==> config.mk <==
export PLATFORM = sky130hd
export DESIGN_NAME = mas_sequencer
export DESIGN_NICKNAME = d
export VERILOG_FILES = /design/src/verilog/mas_pkg.sv /design/src/verilog/mas_meas_if.sv /design/src/verilog/mas_meas_engine.sv /design/src/verilog/mas_sensor_check.sv /design/src/verilog/mas_sequencer.sv
export VERILOG_INCLUDE_DIRS = /design/src /design/src/verilog
export SDC_FILE = /design/constraint.sdc
export NUM_CORES = 1
export LEC_CHECK = 0
export ABC_CLOCK_PERIOD_IN_PS = 2700
export BUFFER_PORTS_ARGS = -buffer_cell sky130_fd_sc_hd__buf_2
export CAP_MARGIN = 10
export CELL_PAD_IN_SITES_DETAIL_PLACEMENT = 0
export CELL_PAD_IN_SITES_GLOBAL_PLACEMENT = 1
export CORE_AREA = 2 2 176 247
export CTS_CLUSTER_DIAMETER = 50
export DETAILED_ROUTE_END_ITERATION = 10
export DIE_AREA = 0 0 178 249
export PLACE_DENSITY_LB_ADDON = 0.12
export SYNTH_ARGS = -nofsm -noshare
export SYNTH_HDL_FRONTEND = slang
export SYNTH_SLANG_ARGS = --single-unit
==> constraint.sdc <==
create_clock -name CLK -period 2.7 [get_ports CLK]
set_input_delay 0 -clock CLK [delete_from_list [all_inputs] [get_ports CLK]]
set_output_delay 0 -clock CLK [all_outputs]
set_load 0.005 [all_outputs]
==> src/verilog/mas_params.svh <==
// Offsets, field positions, reset values and timing counts of the auto setup sequencer
`ifndef MAS_PARAMS_SVH
`define MAS_PARAMS_SVH

`define MAS_ADDR_W           8
`define MAS_OFS_MODE         8'h00
`define MAS_OFS_CTRL         8'h04
`define MAS_OFS_STATUS       8'h08
`define MAS_OFS_PROG         8'h0C
`define MAS_OFS_RES0         8'h10
`define MAS_OFS_RES1         8'h14
`define MAS_OFS_RES2         8'h18
`define MAS_OFS_FBSEL        8'h1C
`define MAS_OFS_IRQ_STAT     8'h20
`define MAS_OFS_IRQ_MASK     8'h24
`define MAS_OFS_ERR_HIST     8'h28
`define MAS_OFS_CFG0         8'h30
`define MAS_OFS_CFG1         8'h34
`define MAS_OFS_CFG2         8'h38

`define MAS_MODE_AUTOSETUP   8'hFE
`define MAS_CW_OMS_BIT       4
`define MAS_SW_FAULT_BIT     3
`define MAS_SW_INDEX_BIT     10
`define MAS_SW_DONE_BIT      12
`define MAS_PROG_RUN_BIT     0
`define MAS_STORE_DRIVE_BIT  5
`define MAS_STORE_TUNE_BIT   6
`define MAS_IRQ_DONE_BIT     0
`define MAS_IRQ_ERR_BIT      1

`define MAS_RES_RST          32'h0000_0001
`define MAS_FBSEL_RST        8'h00
`define MAS_ERR_CODE_BASE    16'h7300

`define MAS_CLK_MHZ          50
`define MAS_CHECK_US         200
`define MAS_CHECK_CYC        (`MAS_CHECK_US * `MAS_CLK_MHZ)
`define MAS_STAGE_US         100
`define MAS_STAGE_CYC        (`MAS_STAGE_US * `MAS_CLK_MHZ)

`endif

==> src/verilog/mas_pkg.sv <==
// Types shared by the auto setup sequencer modules
package mas_pkg;
  typedef enum logic [1:0] {
    MAS_IDLE,
    MAS_RUN,
    MAS_STORE
  } mas_seq_t;

  typedef enum logic [1:0] {
    MAS_E_IDLE,
    MAS_E_MEAS,
    MAS_E_END
  } mas_eng_t;

  typedef enum logic [1:0] {
    MAS_C_WAIT,
    MAS_C_CHECK,
    MAS_C_DONE
  } mas_chk_t;
endpackage : mas_pkg

==> src/verilog/mas_meas_if.sv <==
// Carrier between the sequencer and its measurement engine
`timescale 1ns/1ps
`default_nettype none
interface mas_meas_if;
  logic             start;
  logic [2:0]       present;
  logic             done;
  logic             index_found;
  logic [2:0][31:0] result;
  modport ctl (output start, output present, input done, input index_found, input result);
  modport eng (input start, input present, output done, output index_found, output result);
endinterface : mas_meas_if
`default_nettype wire

==> src/verilog/mas_meas_engine.sv <==
// Measurement run engine: one stage per feedback, index pulse capture
`timescale 1ns/1ps
`default_nettype none
`include "mas_params.svh"
module mas_meas_engine
  import mas_pkg::*;
#(
  parameter int STAGE_CYC = `MAS_STAGE_CYC
) (
  input  wire logic  clk,
  input  wire logic  nrst,
  input  wire logic  index_in,
  input  wire logic [31:0] meas_data,
  mas_meas_if.eng    mif
);
  mas_eng_t    st_r;
  logic [1:0]  stage_r;
  logic [31:0] cnt_r;
  logic        last_cyc;

  assign last_cyc = (cnt_r == 32'(STAGE_CYC - 1));

  // Stage sequencing
  always_ff @(posedge clk or negedge nrst) begin
    if (!nrst) begin
      st_r    <= MAS_E_IDLE;
      stage_r <= 2'h0;
      cnt_r   <= 32'h0000_0000;
    end else begin
      case (st_r)
        MAS_E_IDLE: begin
          cnt_r   <= 32'h0000_0000;
          stage_r <= 2'h0;
          if (mif.start) begin
            st_r <= MAS_E_MEAS;
          end
        end
        MAS_E_MEAS: begin
          if (!mif.present[stage_r] || last_cyc) begin
            cnt_r <= 32'h0000_0000;
            if (stage_r == 2'h2) begin
              st_r <= MAS_E_END;
            end else begin
              stage_r <= stage_r + 2'h1;
            end
          end else begin
            cnt_r <= cnt_r + 32'h0000_0001;
          end
        end
        default: begin
          st_r <= MAS_E_IDLE;
        end
      endcase
    end
  end

  // Done pulse
  always_ff @(posedge clk or negedge nrst) begin
    if (!nrst) begin
      mif.done <= 1'b0;
    end else begin
      mif.done <= (st_r == MAS_E_END);
    end
  end

  // Index capture
  always_ff @(posedge clk or negedge nrst) begin
    if (!nrst) begin
      mif.index_found <= 1'b0;
    end else if (st_r == MAS_E_IDLE && mif.start) begin
      mif.index_found <= 1'b0;
    end else if (st_r == MAS_E_MEAS && index_in && mif.present[1]) begin
      mif.index_found <= 1'b1;
    end
  end

  // Stage results, absent feedback yields zero
  always_ff @(posedge clk or negedge nrst) begin
    if (!nrst) begin
      mif.result <= '0;
    end else if (st_r == MAS_E_MEAS) begin
      if (!mif.present[stage_r]) begin
        mif.result[stage_r] <= 32'h0000_0000;
      end else if (last_cyc) begin
        mif.result[stage_r] <= meas_data;
      end
    end
  end
endmodule : mas_meas_engine
`default_nettype wire

==> src/verilog/mas_sensor_check.sv <==
// Power-up check of every configured feedback sensor
`timescale 1ns/1ps
`default_nettype none
`include "mas_params.svh"
module mas_sensor_check
  import mas_pkg::*;
#(
  parameter int CHECK_CYC = `MAS_CHECK_CYC
) (
  input  wire logic       clk,
  input  wire logic       nrst,
  input  wire logic [2:0] present,
  input  wire logic [2:0] sig_ok,
  input  wire logic [2:0] cfg_bad,
  output logic            err_pulse,
  output logic [15:0]     err_code
);
  mas_chk_t    st_r;
  logic [31:0] cnt_r;
  logic [2:0]  bad;
  logic [1:0]  first;

  // Absent sensors never count as faulty
  assign bad = present & (~sig_ok | cfg_bad);

  always_comb begin
    first = 2'h0;
    if (bad[0]) begin
      first = 2'h0;
    end else if (bad[1]) begin
      first = 2'h1;
    end else if (bad[2]) begin
      first = 2'h2;
    end
  end

  always_ff @(posedge clk or negedge nrst) begin
    if (!nrst) begin
      st_r      <= MAS_C_WAIT;
      cnt_r     <= 32'h0000_0000;
      err_pulse <= 1'b0;
      err_code  <= 16'h0000;
    end else begin
      err_pulse <= 1'b0;
      case (st_r)
        MAS_C_WAIT: begin
          cnt_r <= cnt_r + 32'h0000_0001;
          if (cnt_r == 32'(CHECK_CYC - 1)) begin
            st_r <= MAS_C_CHECK;
          end
        end
        MAS_C_CHECK: begin
          st_r <= MAS_C_DONE;
          if (|bad) begin
            err_pulse <= 1'b1;
            err_code  <= `MAS_ERR_CODE_BASE + {14'h0000, first};
          end
        end
        default: begin
          st_r <= MAS_C_DONE;
        end
      endcase
    end
  end
endmodule : mas_sensor_check
`default_nettype wire

==> src/verilog/mas_sequencer.sv <==
// Auto setup sequencer top: registers, run control, status, feedback bookkeeping
`timescale 1ns/1ps
`default_nettype none
`include "mas_params.svh"

module mas_sequencer
  import mas_pkg::*;
#(
  parameter int CHECK_CYC = `MAS_CHECK_CYC,
  parameter int STAGE_CYC = `MAS_STAGE_CYC
) (
  input  wire logic        CLK,
  input  wire logic        NRST,
  input  wire logic [7:0]  ADDR,
  input  wire logic [31:0] WDATA,
  input  wire logic        WR,
  input  wire logic        RD,
  output logic      [31:0] RDATA,
  input  wire logic        OP_ENABLED,
  input  wire logic        INDEX_PIN,
  input  wire logic [2:0]  SENSOR_OK_PIN,
  input  wire logic [31:0] MEAS_DATA,
  output logic             STORE_REQ,
  output logic      [7:0]  STORE_SUBIDX,
  output logic      [1:0]  COMMUT_SEL,
  output logic      [1:0]  VEL_SEL,
  output logic      [1:0]  POS_SEL,
  output logic      [1:0]  OL_SEL,
  output logic             IRQ
);
  mas_meas_if  mif ();
  mas_seq_t    st_r;
  logic [7:0]  mode_r;
  logic [15:0] ctrl_r;
  logic        oms_d_r;
  logic        prog_r;
  logic [2:0][31:0] res_r;
  logic [2:0][31:0] cfg_r;
  logic [7:0]  fbsel_r;
  logic [1:0]  irq_stat_r;
  logic [1:0]  irq_mask_r;
  logic [15:0] err_hist_r;
  logic        done_r;
  logic        index_r;
  logic        fault_r;
  logic [3:0]  s1_r;
  logic [3:0]  s2_r;
  logic [3:0]  s3_r;
  logic [3:0]  pin_r;
  logic [3:0]  pin_in;
  logic [2:0]  present;
  logic        start;
  logic        err_pulse;
  logic [15:0] err_code;
  logic [31:0] rd_nxt;
  logic [15:0] status;
  logic [2:0]  cfg_bad;

  assign present = {|res_r[2], |res_r[1], |res_r[0]};
  assign cfg_bad = 3'h0;

  // Start on bit 4 rising edge
  assign start = (st_r == MAS_IDLE) && (mode_r == `MAS_MODE_AUTOSETUP) && OP_ENABLED
                 && !prog_r && ctrl_r[`MAS_CW_OMS_BIT] && !oms_d_r;
  assign mif.start   = (st_r == MAS_IDLE) && start;
  assign mif.present = present;
  // Pin synchronisers, value moves when stages two and three agree
  assign pin_in = {SENSOR_OK_PIN, INDEX_PIN};
  genvar gi;
  generate
    for (gi = 0; gi < 4; gi++) begin : g_sync
      always_ff @(posedge CLK or negedge NRST) begin
        if (!NRST) begin
          s1_r[gi]  <= 1'b0;
          s2_r[gi]  <= 1'b0;
          s3_r[gi]  <= 1'b0;
          pin_r[gi] <= 1'b0;
        end else begin
          s1_r[gi] <= pin_in[gi];
          s2_r[gi] <= s1_r[gi];
          s3_r[gi] <= s2_r[gi];
          if (s2_r[gi] == s3_r[gi]) begin
            pin_r[gi] <= s3_r[gi];
          end
        end
      end
    end
  endgenerate

  mas_meas_engine #(
    .STAGE_CYC (STAGE_CYC)
  ) mas_meas_engine_inst (
    .clk       (CLK),
    .nrst      (NRST),
    .index_in  (pin_r[0]),
    .meas_data (MEAS_DATA),
    .mif       (mif.eng)
  );

  mas_sensor_check #(
    .CHECK_CYC (CHECK_CYC)
  ) mas_sensor_check_inst (
    .clk       (CLK),
    .nrst      (NRST),
    .present   (present),
    .sig_ok    (pin_r[3:1]),
    .cfg_bad   (cfg_bad),
    .err_pulse (err_pulse),
    .err_code  (err_code)
  );

  // Run sequencing
  always_ff @(posedge CLK or negedge NRST) begin
    if (!NRST) begin
      st_r <= MAS_IDLE;
    end else begin
      case (st_r)
        MAS_IDLE: begin
          if (start) begin
            st_r <= MAS_RUN;
          end
        end
        MAS_RUN: begin
          if (mif.done) begin
            st_r <= MAS_STORE;
          end
        end
        default: begin
          st_r <= MAS_IDLE;
        end
      endcase
    end
  end

  always_ff @(posedge CLK or negedge NRST) begin
    if (!NRST) begin
      oms_d_r <= 1'b0;
    end else begin
      oms_d_r <= ctrl_r[`MAS_CW_OMS_BIT];
    end
  end

  // Completion and index status
  always_ff @(posedge CLK or negedge NRST) begin
    if (!NRST) begin
      done_r  <= 1'b0;
      index_r <= 1'b0;
    end else if (st_r == MAS_STORE) begin
      done_r  <= 1'b1;
      index_r <= mif.index_found;
    end else if (start) begin
      done_r  <= 1'b0;
    end
  end

  always_ff @(posedge CLK or negedge NRST) begin
    if (!NRST) begin
      STORE_REQ    <= 1'b0;
      STORE_SUBIDX <= 8'h00;
    end else begin
      STORE_REQ    <= (st_r == MAS_STORE);
      if (st_r == MAS_STORE) begin
        STORE_SUBIDX <= 8'h00;
        STORE_SUBIDX[`MAS_STORE_DRIVE_BIT] <= 1'b1;
        STORE_SUBIDX[`MAS_STORE_TUNE_BIT]  <= 1'b1;
      end
    end
  end

  always_ff @(posedge CLK or negedge NRST) begin
    if (!NRST) begin
      cfg_r <= '0;
    end else if (st_r == MAS_STORE) begin
      cfg_r <= mif.result;
    end
  end

  always_ff @(posedge CLK or negedge NRST) begin
    if (!NRST) begin
      fault_r    <= 1'b0;
      err_hist_r <= 16'h0000;
    end else if (err_pulse) begin
      fault_r    <= 1'b1;
      err_hist_r <= err_code;
    end
  end

  // Software written registers
  always_ff @(posedge CLK or negedge NRST) begin
    if (!NRST) begin
      mode_r     <= 8'h00;
      ctrl_r     <= 16'h0000;
      prog_r     <= 1'b0;
      res_r      <= {`MAS_RES_RST, `MAS_RES_RST, `MAS_RES_RST};
      fbsel_r    <= `MAS_FBSEL_RST;
      irq_mask_r <= 2'h0;
    end else if (WR) begin
      if (ADDR == `MAS_OFS_MODE) begin
        mode_r <= WDATA[7:0];
      end else if (ADDR == `MAS_OFS_CTRL) begin
        ctrl_r <= WDATA[15:0];
      end else if (ADDR == `MAS_OFS_PROG) begin
        prog_r <= WDATA[0];
      end else if (ADDR == `MAS_OFS_RES0) begin
        res_r[0] <= WDATA;
      end else if (ADDR == `MAS_OFS_RES1) begin
        res_r[1] <= WDATA;
      end else if (ADDR == `MAS_OFS_RES2) begin
        res_r[2] <= WDATA;
      end else if (ADDR == `MAS_OFS_FBSEL) begin
        fbsel_r <= WDATA[7:0];
      end else if (ADDR == `MAS_OFS_IRQ_MASK) begin
        irq_mask_r <= WDATA[1:0];
      end
    end
  end

  // Sticky events, set wins over write-one clear
  always_ff @(posedge CLK or negedge NRST) begin
    if (!NRST) begin
      irq_stat_r <= 2'h0;
    end else begin
      if (WR && ADDR == `MAS_OFS_IRQ_STAT) begin
        irq_stat_r <= irq_stat_r & ~WDATA[1:0];
      end
      if (st_r == MAS_STORE) begin
        irq_stat_r[`MAS_IRQ_DONE_BIT] <= 1'b1;
      end
      if (err_pulse) begin
        irq_stat_r[`MAS_IRQ_ERR_BIT] <= 1'b1;
      end
    end
  end

  always_ff @(posedge CLK or negedge NRST) begin
    if (!NRST) begin
      IRQ <= 1'b0;
    end else begin
      IRQ <= |(irq_stat_r & irq_mask_r);
    end
  end

  // Loop feedback selection, absent feedback gives none
  function automatic logic [1:0] pick(input logic [1:0] sel, input logic [2:0] pres);
    pick = 2'h0;
    if (sel != 2'h0 && pres[sel - 2'h1]) begin
      pick = sel;
    end
  endfunction : pick

  always_ff @(posedge CLK or negedge NRST) begin
    if (!NRST) begin
      COMMUT_SEL <= 2'h0;
      VEL_SEL    <= 2'h0;
      POS_SEL    <= 2'h0;
      OL_SEL     <= 2'h0;
    end else begin
      COMMUT_SEL <= pick(fbsel_r[1:0], present);
      VEL_SEL    <= pick(fbsel_r[3:2], present);
      POS_SEL    <= pick(fbsel_r[5:4], present);
      OL_SEL     <= pick(fbsel_r[7:6], present);
    end
  end

  always_comb begin
    status = 16'h0000;
    status[`MAS_SW_FAULT_BIT] = fault_r;
    status[`MAS_SW_INDEX_BIT] = index_r;
    status[`MAS_SW_DONE_BIT]  = done_r;
  end

  // Read decode, unmapped reads zero
  always_comb begin
    rd_nxt = 32'h0000_0000;
    if (ADDR == `MAS_OFS_MODE) begin
      rd_nxt = {24'h00_0000, mode_r};
    end else if (ADDR == `MAS_OFS_CTRL) begin
      rd_nxt = {16'h0000, ctrl_r};
    end else if (ADDR == `MAS_OFS_STATUS) begin
      rd_nxt = {16'h0000, status};
    end else if (ADDR == `MAS_OFS_PROG) begin
      rd_nxt = {31'h0000_0000, prog_r};
    end else if (ADDR == `MAS_OFS_RES0) begin
      rd_nxt = res_r[0];
    end else if (ADDR == `MAS_OFS_RES1) begin
      rd_nxt = res_r[1];
    end else if (ADDR == `MAS_OFS_RES2) begin
      rd_nxt = res_r[2];
    end else if (ADDR == `MAS_OFS_FBSEL) begin
      rd_nxt = {24'h00_0000, fbsel_r};
    end else if (ADDR == `MAS_OFS_IRQ_STAT) begin
      rd_nxt = {30'h0000_0000, irq_stat_r};
    end else if (ADDR == `MAS_OFS_IRQ_MASK) begin
      rd_nxt = {30'h0000_0000, irq_mask_r};
    end else if (ADDR == `MAS_OFS_ERR_HIST) begin
      rd_nxt = {16'h0000, err_hist_r};
    end else if (ADDR == `MAS_OFS_CFG0) begin
      rd_nxt = cfg_r[0];
    end else if (ADDR == `MAS_OFS_CFG1) begin
      rd_nxt = cfg_r[1];
    end else if (ADDR == `MAS_OFS_CFG2) begin
      rd_nxt = cfg_r[2];
    end
  end

  always_ff @(posedge CLK or negedge NRST) begin
    if (!NRST) begin
      RDATA <= 32'h0000_0000;
    end else if (RD) begin
      RDATA <= rd_nxt;
    end else begin
      RDATA <= 32'h0000_0000;
    end
  end
endmodule : mas_sequencer
`default_nettype wire
==> reports/qor.yml <==
report.power.total_mw: 15.8
fp-row-count: 89
ys_seq_area_frac: 0.577
vdd_drop_max_mv: 0.497
setup-violations-final: 0
reg2reg_setup_slack_ns: 0.10
cp_max_fo: 18
wire_per_inst_um: 21.5
dpl_cell_area_sq_um: 22000
tightest_slew_ns: 0.821
viasPerCell: 5.90
root_buffer: "clkbuf_16"
fin_nets: 2133
initial_core_util: 0.485
io_buffers: 124
finalCritPeriodShare: 0.962
maxCapViolCount: 0
r2r_end: "mas_meas_engine_inst.mif.result[77]"
rsz0062_at_grt: "false"
layout.cells.non_filler: 2628
clk_pin_slew_ns: 0.06
drive_above_1_share: 0.224
synth_edf_count: 0
die_area_sq_um: 44300
coreArea_sq_um: 42000
htreeDepth: 2
antenna_cells: 0
grt_use_total: 0.261
antenna_found_initial: 0
hold_viol: 0
place_ws_ns: -0.0375
holdWs_ns: 0.00783
critPathKind: "reg -> reg"
grt_max_degree: 99
r2r_start: "res_r[12]"
synth_seq_cells: 469
worstRegToRegCells: 8
cts_buffers: 48
finalWirelength_mm: 56.5
fp.dieW_um: 178
cts_tree: "done"
grt_pass1_vias: 15800
clock_skew_ns: 0.0231
postLayoutCellArea_sq_um: 24500
synth_warnings: 0
synth_cell_type_count: 80
post-route-min-period_ns: 2.60
drtIter0Drc: 1115
cp.arrival_ns: 3.04
fin_ws_ns: 0.103
crit_required_ns: 3.15
fp.dieH_um: 249
dp_hpwl_mm: 38.4
clk_latency_ns: 0.57
p_leak_nw: 11.9
postSynthCellCount: 1815
vias: 15500
grt_pass1_wl_mm: 90.6
async_reset_ff_frac: 1.00
ioPinCount: 131
synthFlopType: "dfrtp_1"
slew-limit-headroom: 0.447
placed_cells: 2466
powerDensity_nw_per_um2: 647
crit_path_end_kind: "register"
final_antenna_net_count: 0
post-route-util: 0.583
hold_path_class: "in -> async"
clock-sinks: 469
startpoint_type: "register"
status: "finished clean"
fin_tns_setup_ns: 0
syn_to_final_growth_pct: 20.4
grt-ovfl-total: 0
timing.fmax_mhz: 385
drt_pass1_iterations: 6
slew_violations: 0
netlist_area_sq_um: 20300
drc: 0
clk_path_buf_depth: 3
syn_area_per_cell_sq_um: 11.2
n_fill_cell: 3564
gp_congestion: 0.904
==> how the worst max path moves through the flow <==
stage | from | end | slack, ns | cells past startpoint
floorplan | res_r[49] | mas_meas_engine_inst.mif.result[87] | 0.61 | 8
global placement | res_r[6] | mas_meas_engine_inst.cnt_r[27] | -0.03 | 11
detailed placement | res_r[6] | mas_meas_engine_inst.cnt_r[29] | -0.04 | 11
CTS | mas_meas_engine_inst.cnt_r[0] | mas_meas_engine_inst.cnt_r[29] | 0.005 | 9
global route | res_r[6] | mas_meas_engine_inst.mif.result[10] | 0.009 | 9
finish | res_r[12] | mas_meas_engine_inst.mif.result[77] | 0.10 | 8
==> cell usage in the layout (no fill, tap or decap), drive strengths merged, types with 22 or more instances in the layout <==
cell and count:
dfrtp 466, nand2 386, buf 214, mux2 139, a32o 97, dlygate4sd3 71
nand3 65, clkbuf 65, a22oi 63, nor2 56, nor4 40, o21ai 38
inv 35, xnor2 27, o22ai 26, nor3 26, nand4 22
==> power breakdown <==
| part | switching [mW] | internal [mW] | leakage [nW] | total, mW |
|---|---|---|---|---|
| Combinational | 0.780 | 0.546 | 4.62 | 1.33 |
| Sequential | 0.111 | 7.20 | 6.39 | 7.31 |
| Clock | 2.84 | 4.36 | 0.862 | 7.20 |
| Total | 3.73 | 12.1 | 11.9 | 15.8 |
==> layer usage <==
| metal | wire length, um | GRT usage |
|---|---|---|
| met1 | 24000 | 0.353 |
| met2 | 28100 | 0.436 |
| met3 | 2670 | 0.0301 |
| met4 | 1770 | 0.0859 |
| met5 | 0 | 0 |
==> cell families after synthesis <==
logic type | after synthesis | share of synthesized area
simple gates | 683 | 0.161
flops | 469 | 0.577
compound gates | 334 | 0.129
buf+inv | 143 | 0.0334
mux | 141 | 0.0779
xor+xnor | 31 | 0.0133
fa+ha+maj | 13 | 0.00750
other cells | 1 | 0.000184
==> critical path, cell delays in order, from the launching register on <==
cell and delay (ns):
dfrtp_1 0.43, nor4_1 0.42, nand4_1 0.30, o211ai_1 0.25, buf_4 0.14, a31oi_1 0.15
or2_1 0.29, buf_4 0.23, a32o_1 0.23
==> cell usage after synthesis, drive strengths merged (7+ instances only) <==
| library cell | number | area, sq um |
|---|---|---|
| dfrtp | 466 | 11700 |
| nand2 | 386 | 1450 |
| mux2 | 139 | 1570 |
| a32o | 97 | 971 |
| nand3 | 65 | 335 |
| a22oi | 63 | 473 |
| clkbuf | 57 | 215 |
| nor2 | 56 | 274 |
| buf | 55 | 348 |
| nor4 | 40 | 256 |
| o21ai | 38 | 190 |
| inv | 30 | 113 |
| xnor2 | 27 | 236 |
| nor3 | 26 | 135 |
| o22ai | 26 | 163 |
| nand4 | 22 | 138 |
| a21oi | 20 | 100 |
| a31oi | 19 | 119 |
| a22o | 13 | 114 |
| or3 | 10 | 65.1 |
| a21o | 9 | 68.8 |
| a221o | 9 | 90.1 |
| and3 | 9 | 56.3 |
| ha | 9 | 113 |
| nor4b | 9 | 106 |
| o211ai | 9 | 67.6 |
| or2 | 9 | 56.3 |
| nor2b | 8 | 50.1 |
| or4b | 8 | 80.1 |
| nand2b | 7 | 43.8 |
==> what timing repair did <==
action	in CTS	in global routing
setup buffers	1	1
hold buffers	71	0
gates resized for setup	1	4
hold endpoints to repair	627	0
endpoints found under the setup margin	30	54
pin swaps	0	2
==> layout make-up <==
class	instances	area (sq um)	area share
well taps	546	683	0.0279
inverters	31	116	0.00475
repair buffers	285	2210	0.0902
multi-input cells	1208	8000	0.327
clock inverters	24	323	0.0132
flip-flops and latches	469	11700	0.479
clock buffers	65	1420	0.0578
==> state kept, by name, summed over array words and instances, names as in the netlist, 3 cells and up <==
name	cells
mas_meas_engine_inst.cnt_r	32
fbsel_r	8
s1_r	4
cfg_r	96
s2_r	4
res_r	96
ctrl_r	16
RDATA	32
mas_sensor_check_inst.err_code	3
err_hist_r	3
mas_meas_engine_inst.mif.result	96
mode_r	8
s3_r	4
pin_r	4
mas_sensor_check_inst.cnt_r	32
(Power assumes the default switching activity.)
